**src/sstm_cfg.svh**
```systemverilog
// Constants for the safe signal telegram mapper
`ifndef SSTM_CFG_SVH
`define SSTM_CFG_SVH
`define SSTM_OUT_BYTES      11
`define SSTM_IN_BYTES       7
`define SSTM_OB_BANK        0
`define SSTM_OB_RSV1        1
`define SSTM_OB_SWITCH      2
`define SSTM_OB_RSV3        3
`define SSTM_OB_RST_A       4
`define SSTM_OB_RST_B       5
`define SSTM_OB_STATUS      6
`define SSTM_OB_CRC         7
`define SSTM_IB_FN_A        0
`define SSTM_IB_FN_B        1
`define SSTM_IB_STATUS      2
`define SSTM_IB_CRC         3
`define SSTM_SEL_W          5
`define SSTM_BIT_WF         0
`define SSTM_BIT_PF         1
`define SSTM_MODE_W         3
`define SSTM_PROTO_VER      8'h26
`define SSTM_MODULE_ID      32'h0000A5A1
`define SSTM_SUBMODULE_ID   32'h0000A5B2
`endif

```
**src/sstm_pkg.sv**
```systemverilog
// Types for the safe signal telegram mapper
package sstm_pkg;
  typedef logic [7:0] sstm_byte_t;
  typedef enum logic [5:0] {
    SSTM_ONE_5_10    = 6'h01,
    SSTM_ONE_100     = 6'h02,
    SSTM_ONE_MULTI   = 6'h04,
    SSTM_TWO         = 6'h08,
    SSTM_TWO_FOUR    = 6'h10,
    SSTM_TWO_MULTI   = 6'h20
  } sstm_mode_e;
  typedef struct packed {
    logic [4:0] bank_sel;
    logic [4:0] switch_sel;
    logic       a_wf_restart;
    logic       a_pf_restart;
    logic       b_wf_restart;
    logic       b_pf_restart;
  } sstm_cmd_s;
endpackage

```
**src/sstm_if.sv**
```systemverilog
`timescale 1ns/1ps
// Carrier between telegram mapper and output decoder
interface sstm_if;
  import sstm_pkg::*;
  logic [8*6-1:0] payload;
  sstm_mode_e     mode;
  sstm_cmd_s      cmd;
  logic           mode_ok;
  modport decoder (input payload, input mode, output cmd, output mode_ok);
  modport mapper  (output payload, output mode, input cmd, input mode_ok);
endinterface

```
**src/sstm_out_decode.sv**
```systemverilog
`timescale 1ns/1ps
// Output payload decoder, mode dependent
module sstm_out_decode
  import sstm_pkg::*;
(
  sstm_if.decoder dec
);
`include "sstm_cfg.svh"

  // Byte picker used for every field
  function automatic sstm_byte_t pick(input logic [8*6-1:0] p, input int idx);
    pick = p[idx*8 +: 8];
  endfunction

  wire sstm_byte_t b0 = pick(dec.payload, `SSTM_OB_BANK);
  wire sstm_byte_t b2 = pick(dec.payload, `SSTM_OB_SWITCH);
  wire sstm_byte_t b4 = pick(dec.payload, `SSTM_OB_RST_A);
  wire sstm_byte_t b5 = pick(dec.payload, `SSTM_OB_RST_B);
  wire             two_multi = (dec.mode == SSTM_TWO_MULTI);

  // Only the shared multi-config layout is mapped; other modes decode idle
  assign dec.mode_ok             = two_multi;
  assign dec.cmd.bank_sel        = two_multi ? b0[`SSTM_SEL_W-1:0] : '0;
  assign dec.cmd.switch_sel      = two_multi ? b2[`SSTM_SEL_W-1:0] : '0;
  assign dec.cmd.a_wf_restart    = two_multi & b4[`SSTM_BIT_WF];
  assign dec.cmd.a_pf_restart    = two_multi & b4[`SSTM_BIT_PF];
  assign dec.cmd.b_wf_restart    = two_multi & b5[`SSTM_BIT_WF];
  assign dec.cmd.b_pf_restart    = two_multi & b5[`SSTM_BIT_PF];
endmodule

```
**src/sstm_telegram_map.sv**
```systemverilog
// Safe signal telegram mapper, two-function multi-configuration mode
// Summary of operation
// - Input byte 0: bit0 warning free, bit1 protective free, function A.
// - Input byte 1: bit0 warning free, bit1 protective free, function B.
// - Output byte 0 bits 0-4 carry shared configuration bank selection.
// - Output byte 2 bits 0-4 carry shared field switchover selection.
// - Output byte 4: warning and protective restart requests, function A.
// - Output byte 5: warning and protective restart requests, function B.
// - Output payload decoded only in two-function multi-configuration mode; other modes give idle commands.
// - Module reports protocol version and fixed 32-bit identifiers.
// - Output: data bytes 0-5, status byte 6, CRC bytes 7-10 MSB first.
`timescale 1ns/1ps
`include "sstm_cfg.svh"
module sstm_telegram_map
  import sstm_pkg::*;
#(
  parameter logic [31:0] MODULE_ID    = `SSTM_MODULE_ID,     // Arbitrary value
  parameter logic [31:0] SUBMODULE_ID = `SSTM_SUBMODULE_ID   // Arbitrary value
)(
  input  wire logic                       ref_clk_i,
  input  wire logic                       rst_i,
  input  wire logic                       out_valid_i,
  input  wire logic [8*`SSTM_OUT_BYTES-1:0] out_telegram_i,
  input  wire logic [5:0]                 mode_i,
  input  wire logic                       fn_a_warning_field_free_i,
  input  wire logic                       fn_a_protective_field_free_i,
  input  wire logic                       fn_b_warning_field_free_i,
  input  wire logic                       fn_b_protective_field_free_i,
  input  wire logic [7:0]                 in_status_i,
  input  wire logic [31:0]                in_crc_i,
  output logic [8*`SSTM_IN_BYTES-1:0]     in_telegram_o,
  output logic [4:0]                      bank_sel_o,
  output logic [4:0]                      switch_sel_o,
  output logic                            fn_a_wf_restart_o,
  output logic                            fn_a_pf_restart_o,
  output logic                            fn_b_wf_restart_o,
  output logic                            fn_b_pf_restart_o,
  output logic                            mode_ok_o,
  output logic [7:0]                      out_status_o,
  output logic [31:0]                     out_crc_o,
  output logic [7:0]                      proto_version_o,
  output logic [31:0]                     module_id_o,
  output logic [31:0]                     submodule_id_o
);

  //////////////////////////////////////////////////////////////////////////////
  // Input synchronisers for field flags (from the scanner core pins)
  logic [3:0] flag_meta;
  logic [3:0] flag_sync;

  always_ff @(posedge ref_clk_i) begin
    if (rst_i) begin
      flag_meta <= 4'h0;
      flag_sync <= 4'h0;
    end else begin
      flag_meta <= {fn_b_protective_field_free_i, fn_b_warning_field_free_i,
                    fn_a_protective_field_free_i, fn_a_warning_field_free_i};
      flag_sync <= flag_meta;
    end
  end

  //////////////////////////////////////////////////////////////////////////////
  // Input telegram assembly; reserved bits zero
  wire sstm_byte_t in_b0 = {6'h00, flag_sync[1], flag_sync[0]};
  wire sstm_byte_t in_b1 = {6'h00, flag_sync[3], flag_sync[2]};
  wire [8*`SSTM_IN_BYTES-1:0] next_in_telegram =
    {in_crc_i[7:0], in_crc_i[15:8], in_crc_i[23:16], in_crc_i[31:24],
     in_status_i, in_b1, in_b0};

  //////////////////////////////////////////////////////////////////////////////
  // Output telegram split: payload, status, CRC (byte 7 is most significant)
  sstm_if bus ();
  wire sstm_byte_t ob_status = out_telegram_i[`SSTM_OB_STATUS*8 +: 8];
  wire [31:0] ob_crc = {out_telegram_i[(`SSTM_OB_CRC+0)*8 +: 8],
                        out_telegram_i[(`SSTM_OB_CRC+1)*8 +: 8],
                        out_telegram_i[(`SSTM_OB_CRC+2)*8 +: 8],
                        out_telegram_i[(`SSTM_OB_CRC+3)*8 +: 8]};
  assign bus.payload = out_telegram_i[8*6-1:0];
  assign bus.mode    = sstm_mode_e'(mode_i);

  sstm_out_decode u_dec (
    .dec (bus.decoder)
  );

  //////////////////////////////////////////////////////////////////////////////
  // Registered outputs; commands update only on a valid telegram
  always_ff @(posedge ref_clk_i) begin
    if (rst_i) begin
      in_telegram_o     <= '0;
      bank_sel_o        <= 5'h00;
      switch_sel_o      <= 5'h00;
      fn_a_wf_restart_o <= 1'b0;
      fn_a_pf_restart_o <= 1'b0;
      fn_b_wf_restart_o <= 1'b0;
      fn_b_pf_restart_o <= 1'b0;
      mode_ok_o         <= 1'b0;
      out_status_o      <= 8'h00;
      out_crc_o         <= 32'h0;
    end else begin
      in_telegram_o <= next_in_telegram;
      if (out_valid_i) begin
        bank_sel_o        <= bus.cmd.bank_sel;
        switch_sel_o      <= bus.cmd.switch_sel;
        fn_a_wf_restart_o <= bus.cmd.a_wf_restart;
        fn_a_pf_restart_o <= bus.cmd.a_pf_restart;
        fn_b_wf_restart_o <= bus.cmd.b_wf_restart;
        fn_b_pf_restart_o <= bus.cmd.b_pf_restart;
        mode_ok_o         <= bus.mode_ok;
        out_status_o      <= ob_status;
        out_crc_o         <= ob_crc;
      end
    end
  end

  //////////////////////////////////////////////////////////////////////////////
  // Fixed identity and protocol version
  always_ff @(posedge ref_clk_i) begin
    proto_version_o <= `SSTM_PROTO_VER;
    module_id_o     <= MODULE_ID;
    submodule_id_o  <= SUBMODULE_ID;
  end
endmodule

```
**config.mk**
```make
export PLATFORM = sky130hd
export DESIGN_NAME = sstm_telegram_map
export DESIGN_NICKNAME = d
export VERILOG_FILES = /design/src/sstm_pkg.sv /design/src/sstm_if.sv /design/src/sstm_out_decode.sv /design/src/sstm_telegram_map.sv
export VERILOG_INCLUDE_DIRS = /design/src
export SDC_FILE = /design/constraint.sdc
export NUM_CORES = 1
export LEC_CHECK = 0
export BUFFER_PORTS_ARGS = -buffer_cell sky130_fd_sc_hd__buf_2
export CAP_MARGIN = 20
export CORE_AREA = 4 4 125 127
export CTS_BUF_LIST = sky130_fd_sc_hd__clkbuf_4
export CTS_CLUSTER_DIAMETER = 30
export DETAILED_ROUTE_END_ITERATION = 8
export DIE_AREA = 0 0 129 131
export PLACE_DENSITY_LB_ADDON = 0.25
export SYNTH_ARGS = -nofsm -noshare
export SYNTH_HDL_FRONTEND = slang
export SYNTH_SLANG_ARGS = --single-unit
```
**constraint.sdc**
```tcl
create_clock -name ref_clk_i -period 1.55 [get_ports ref_clk_i]
set_clock_uncertainty 0.1 [all_clocks]
set_input_delay 0.31 -clock ref_clk_i [delete_from_list [all_inputs] [get_ports ref_clk_i]]
set_output_delay 0.31 -clock ref_clk_i [all_outputs]
set_load 0.02 [all_outputs]
```
==> metrics.txt, run 1 <==
Crit Path Max Fanout 2; CTS root buffer clkbuf_4; cts repair resizes 0; RSZ-0062 raised after global routing no; Core Rows 44; Max Freq just over 700 MHz; slowest cell on the critical path dfxtp_1; global-route wire length before repair roughly 16 mm; Post-Route Setup TNS 0 ns; antenna violations before repair 0; Power Density between 900 and 1000 nW/um2; routability congestion estimate between 0.7 and 0.8; Syn Inst Count ~390; Routed WL per cell roughly 12 um; Via density approximately 3.8; CP bufs+invs 1; leading cell type by number of instances after synthesis dfxtp_1; YS warnings 0; gr ovfl total 0; num ports roughly 320; Comb pwr share between 10% and 20%; CTS tree done; Clk pin slew, worst setup/hold paths 0.16 ns; pre-CTS setup slack roughly 0.17 ns; status finished, final reports clean; register area share after synthesis between 50% and 60%; DIE WIDTH ~130 um; Post-CTS Hold Buffers approximately 100; Hold Vio Cnt, Final 0; commonest cells in the netlist 107 x dfxtp_1, 88 x buf_4, 52 x nor2b_1; # setup viols final 0; dominant synthesized flop cell dfxtp_1; CTS Buffer Depth 2; Mean Syn Cell Area 10.58 um2; Top delay family on crit path flip-flops; max cap viols 0; post-layout min period around 1.4 ns; Yosys top cell by area dfxtp_1; P_leak 3.199 nW; Synth async-reset ratio 0%; Clock power frac between 30% and 40%; R2R cell count 2; crit path capture type output port; WS Path Type flop to output port; setup repair bufs after CTS 0; Seq cells post-synth between 100 and 150; largest net degree at the start of global routing 28; CTS H-tree depth 3; Core ar. roughly 14000 um2; Final Max Slew Viols 0; crit path DAT ~1.0 ns; share of cells above drive strength 1 34.84%; latest clock arrival within the worst-skew pair 0.46 ns; max incr delay on CP between 0.3 and 0.4 ns; initial core utilization about 29%; chip height roughly 130 um; sw power ~1.6 mW; total CTS buffers 9; clk sinks between 100 and 150; nets@finish 842; count of different cell masters after synthesis 16; Final Util between 40% and 50%; gr usage total a little under an eighth; EDFF count, synth 0; via count 3362; initial DRC count 82; DP Wirelength approximately 7.5 mm; hold path depth 2; Area contributors post-synth dfxtp_1 52%, buf_4 16%, mux2i_1 9.7%; startpoint types flop; synthesized area between 4000 and 5000 um2; top-area cell type share of the netlist area between 50 and 60%; vias in the first global route ~3400; Reg power frac between 50 and 60%; antenna-violating nets left 0; P_int between 4 and 5 mW; antenna cells 0; critical path depth in cells 1; Filler Cell Count between 1000 and 1500; synthesis-to-layout area growth 54.45%; final WL between 10 and 15 mm; Max VDD drop around 0.46 mV; DRT Pass-1 Iters 4; IO Port Bufs 205; critical path, cell by cell buf_2; Setup WS post-layout 0.1315 ns; drt drc 0; Final Cycle Share approximately nine tenths; switch share between 20% and 30%; Worst Hold Class input port to flop; critical path required time ~1.1 ns; Die ar. about 17000 um2
-- layout by cell type, fill, tap and decap left out --
master / instances
buf_2: 204
dfxtp_1: 107
dlygate4sd3_1: 103
conb_1: 84
nor2b_1: 52
mux2i_1: 40
nor2_1: 40
nand2b_1: 15
inv_1: 14
clkbuf_4: 10
o32ai_2: 9
buf_12: 8
buf_4: 6
o32ai_1: 5
bufinv_16: 3
inv_8: 2
nor4_2: 1
nand4b_2: 1
a21oi_2: 1
clkinvlp_4: 1
-- per-stage QoR --
step	instances	hold WS, ns	total power [mW]	cell area (um2)
finish	890	0.09053	5.832	6389
global route	890	0.05120	6.102	6389
CTS	890	0.02171	5.916	6389
detailed placement	771	0.3239	3.874	5162
global placement	771	0.3161	3.862	5162
floorplan	473	0.3138	3.704	4444
-- sequential cells by signal, summed over array words and instances (netlist names) --
name               flops
in_telegram_o         44
out_crc_o             32
flag_meta              4
fn_a_pf_restart_o      1
fn_b_wf_restart_o      1
bank_sel_o             5
fn_a_wf_restart_o      1
fn_b_pf_restart_o      1
flag_sync              4
switch_sel_o           5
out_status_o           8
mode_ok_o              1
-- power groups by stage --
| stage | sequential (mW) | clock, mW | combinational [mW] |
|---|---|---|---|
| final | 2.93 | 1.81 | 1.10 |
| after global routing | 2.94 | 1.97 | 1.18 |
| after CTS | 2.93 | 1.89 | 1.09 |
| after detailed placement | 2.98 | 0 | 0.889 |
| after global placement | 2.98 | 0 | 0.881 |
| after floorplan | 3.14 | 0 | 0.566 |
-- layer usage --
metal	up-vias	part of all wire [%]	GRT usage, %
li1	1684	-	-
met1	1505	38	12.85
met2	157	52	21.71
met3	16	7.8	3.089
met4	0	2.3	6.053
met5	-	0	0
-- cells by family (layout without fill, tap and decap cells) --
group / count (synthesis) / count (layout) / synth area share, %
AO/OA/AOI/OAI: 15 / 15 / 4.809
other: 2 / 84 / 0.1816
AND/OR/NAND/NOR: 109 / 109 / 14.43
buffers and inverters: 118 / 351 / 19.12
multiplexers: 40 / 40 / 9.679
flip-flops: 107 / 107 / 51.78
-- path summary, 6_finish.rpt --
| path | startpoint | end | slack [ns] |
|---|---|---|---|
| worst max-delay path | out_status_o[2]$_SDFFE_PP0P_ | out_status_o[2] | 0.13 |
| worst min-delay path | rst_i | fn_a_pf_restart_o$_SDFFE_PP0P_ | 0.09 |
| worst max register to register | bank_sel_o[0]$_SDFFE_PP0P_ | bank_sel_o[0]$_SDFFE_PP0P_ | 0.71 |
| worst min register to register | flag_meta[3]$_SDFF_PP0_ | flag_sync[3]$_SDFF_PP0_ | 0.34 |
-- area by class of cell --
cell class / instances / area (um2) / area share, %
Tap cell: 184 / 230.2 / 3.604
Multi-Input combinational cell: 248 / 1511 / 23.66
Timing Repair Buffer: 321 / 2257 / 35.33
Inverter: 14 / 52.55 / 0.8226
Clock inverter: 6 / 120.1 / 1.880
Clock buffer: 10 / 75.07 / 1.175
Sequential cell: 107 / 2142 / 33.53
(Power assumes the default switching activity.)
==> run 2, diff against run 1 <==
--- a/config.mk
+++ b/config.mk
@@ -6,13 +6,14 @@
 export SDC_FILE = /design/constraint.sdc
 export NUM_CORES = 1
 export LEC_CHECK = 0
+export ABC_AREA = 1
 export BUFFER_PORTS_ARGS = -buffer_cell sky130_fd_sc_hd__buf_2
 export CAP_MARGIN = 20
-export CORE_AREA = 4 4 125 127
+export CORE_AREA = 4 4 122 124
 export CTS_BUF_LIST = sky130_fd_sc_hd__clkbuf_4
 export CTS_CLUSTER_DIAMETER = 30
 export DETAILED_ROUTE_END_ITERATION = 8
-export DIE_AREA = 0 0 129 131
+export DIE_AREA = 0 0 126 128
 export PLACE_DENSITY_LB_ADDON = 0.25
 export SYNTH_ARGS = -nofsm -noshare
 export SYNTH_HDL_FRONTEND = slang
==> metrics.txt, run 2 <==
Clk pin slew, worst setup/hold paths 0.16 ns (about the same); CTS Buffer Depth 2 (unchanged); cts repair resizes 0 (unchanged); YS warnings 0 (unchanged); global-route wire length before repair 17.46 mm (was 15.97 mm); Largest register FFs 44 (unchanged); chip height 128 um (was 131 um); Filler Cell Count 1348 (was 1352); Power Density 876.5 nW/um2 (was 912.9 nW/um2); Synth Area in Simple Gates 16.40% (was 14.43%); share of cells above drive strength 1 29.00% (was 34.84%); initial DRC count 114 (was 82); top-area cell type share of the netlist area 52.99% (was 51.78%); P_leak 3.196 nW (was 3.199 nW); final std cells w/o fill 974 (was 890); mux contribution to synthesized area 0% (was 9.679%); commonest cells in the netlist 107 x dfxtp_1, 97 x nand2_1, 86 x buf_4 (was 107 x dfxtp_1, 88 x buf_4, 52 x nor2b_1); Max Freq 713.0 MHz (was 705.0 MHz); Core ar. 13770 um2 (was 14420 um2); crit path DAT 0.99 ns (was 1.01 ns); DRT Pass-1 Iters 4 (unchanged); vias in the first global route 3651 (was 3420); latest clock arrival within the worst-skew pair 0.45 ns (was 0.46 ns); CTS tree done (unchanged); DIE WIDTH 126 um (was 129 um); Routed WL per cell 11.69 um (was 12.27 um); RSZ-0062 raised after global routing no (unchanged); drt drc 0 (unchanged); max incr delay on CP 0.37 ns (was 0.38 ns); nets@finish 929 (was 842); Hold Vio Cnt, Final 0 (unchanged); FF/Latch Area 2142 um2 (unchanged); Hold EP fn_a_pf_restart_o$_SDFFE_PP0P_ (unchanged); synthesized area 4043 um2 (was 4136 um2); multi-input logic area 1254 um2 (was 1511 um2); antenna-violating nets left 0 (unchanged); R2R Path Start out_crc_o[29]$_SDFFE_PP0P_ (was bank_sel_o[0]$_SDFFE_PP0P_); via count 3776 (was 3362); leading cell type by number of instances after synthesis dfxtp_1 (unchanged); WS Path Type flop to output port (unchanged); CTS H-tree depth 3 (unchanged); crit path capture type output port (unchanged); routability congestion estimate 0.8035 (was 0.7014); largest net degree at the start of global routing 56 (was 28); Crit Path Max Fanout 2 (unchanged); DP Wirelength 7.544 mm (was 7.484 mm); Via density 3.877 (was 3.778); startpoint types flop (unchanged); post-layout min period 1.403 ns (was 1.419 ns); Largest regs in_telegram_o x44, out_crc_o x32, out_status_o x8 (unchanged); Syn Inst Count 493 (was 391); CTS root buffer clkbuf_4 (unchanged); R2R setup slack 0.83 ns (was 0.71 ns); IO Port Bufs 205 (unchanged); num ports 324 (unchanged); hold path depth 4 (was 2); Critical R2R Capture out_crc_o[29]$_SDFFE_PP0P_ (was bank_sel_o[0]$_SDFFE_PP0P_); slowest cell on the critical path dfxtp_1 (unchanged); Synth async-reset ratio 0% (unchanged); critical path, cell by cell buf_2 (unchanged); Mean Syn Cell Area 8.200 um2 (was 10.58 um2); initial core utilization 29.35% (was 28.68%); Compound-Gate Fraction of Synth Area 6.809% (was 4.809%); Max VDD drop 0.4742 mV (was 0.4589 mV); critical path required time 1.14 ns (about the same); XOR/XNOR Fraction of Synth Area 0% (unchanged); # setup viols final 0 (unchanged); Yosys top cell by area dfxtp_1 (unchanged); Post-CTS Hold Buffers 98 (was 103); post-synthesis adder-cell area fraction 0% (unchanged); register area share after synthesis 52.99% (was 51.78%); Final Util 44.20% (was 44.29%); Top delay family on crit path flip-flops (unchanged); total CTS buffers 9 (unchanged); setup repair bufs after CTS 0 (unchanged); status finished, final reports clean (unchanged); Final Max Slew Viols 0 (unchanged); Placed Cells 859 (was 771); Top reg by flops in_telegram_o (unchanged); Worst Hold Class input port to flop (unchanged); main combinational cell family by area after synthesis buffers and inverters (unchanged); most frequent cells in the layout 204 x buf_2, 107 x dfxtp_1, 98 x dlygate4sd3_1 (was 204 x buf_2, 107 x dfxtp_1, 103 x dlygate4sd3_1); R2R cell count 2 (unchanged); clk sinks 107 (unchanged); EDFF count, synth 0 (unchanged); Core Rows 43 (was 44); final WL 11.39 mm (was 10.92 mm); max cap viols 0 (unchanged); count of different cell masters after synthesis 15 (was 16); Final Cycle Share 90.49% (was 91.52%); dominant synthesized flop cell dfxtp_1 (unchanged); Hold Path Origin mode_i[3] (was rst_i); critical path depth in cells 1 (unchanged); Area contributors post-synth dfxtp_1 53%, buf_4 16%, nand2_1 9.0% (was dfxtp_1 52%, buf_4 16%, mux2i_1 9.7%); leading cell type in the layout, fill and taps excluded buf_2 (unchanged); Die ar. 16130 um2 (was 16900 um2); Min Hold Slack 0.07512 ns (was 0.09053 ns); Seq cells post-synth 107 (unchanged); gr usage total 13.53% (was 11.97%); Post-Route Setup TNS 0 ns (unchanged); Crit. Startpoint switch_sel_o[3]$_SDFFE_PP0P_ (was out_status_o[2]$_SDFFE_PP0P_); synthesis-to-layout area growth 50.57% (was 54.45%); Tot Pwr 5.335 mW (was 5.832 mW); antenna violations before repair 1 (was 0); gr ovfl total 0 (unchanged); CP bufs+invs 1 (unchanged)
run 2: changes by cell type after synthesis, moves of 14 or more:
cell      before  now
nand3_1        0   14
nand2_1        0   97
nor2b_1       52    0
mux2i_1       40    0
inv_1         14   54
a21oi_1        0   55
nand2b_1      15    0
run 2: kinds of logic after synthesis:
family,after synthesis
AND/OR/NAND/NOR,166
AO/OA/AOI/OAI,55
buffers and inverters,163
other,2
flip-flops,107
run 2: cell type report:
type	count	area share, %
Tap cell	180	3.700
Sequential cell	107	35.19
Timing Repair Buffer	310	34.90
Clock buffer	9	1.110
Inverter	55	3.392
Multi-Input combinational cell	305	20.60
Antenna cell	1	0.04111
Clock inverter	7	1.069
run 2: stage by stage:
| stage | instance area [um2] | setup WS (ns) |
|---|---|---|
| after floorplan | 4350 | 0.4414 |
| after global placement | 4971 | 0.2113 |
| after detailed placement | 4971 | 0.1596 |
| after CTS | 6085 | 0.06443 |
| after global routing | 6087 | 0.01809 |
| final | 6087 | 0.1475 |
run 2: tightest hold or removal path: cells and delay by family:
kind | cells | cell delay (ns)
AND/OR/NAND/NOR | 2 | 0.12
AO/OA/AOI/OAI | 1 | 0.05
buffers and inverters | 1 | 0.10
run 2: worst max path at each step:
stage,end
floorplan,bank_sel_o[0]$_SDFFE_PP0P_
global placement,out_crc_o[1]$_SDFFE_PP0P_
detailed placement,out_crc_o[29]$_SDFFE_PP0P_
CTS,bank_sel_o[0]
global route,bank_sel_o[0]
finish,switch_sel_o[3]
run 2: routing by layer:
| metal | GRT usage, % | vias to the layer above | part of all wire, % |
|---|---|---|---|
| met5 | 0 | - | 0 |
| met4 | 7.382 | 0 | 3.1 |
| met3 | 4.292 | 27 | 8.7 |
| met2 | 24.19 | 182 | 51 |
| met1 | 14.11 | 1660 | 37 |
| li1 | - | 1907 | - |
run 2: report_power, final:
group | internal [mW] | switching (mW) | leakage (nW) | total [mW]
clock | 0.490 | 0.892 | 0.0756 | 1.38
combinational | 0.419 | 0.614 | 2.24 | 1.03
sequential | 2.88 | 0.0432 | 0.883 | 2.92
total | 3.79 | 1.55 | 3.20 | 5.34
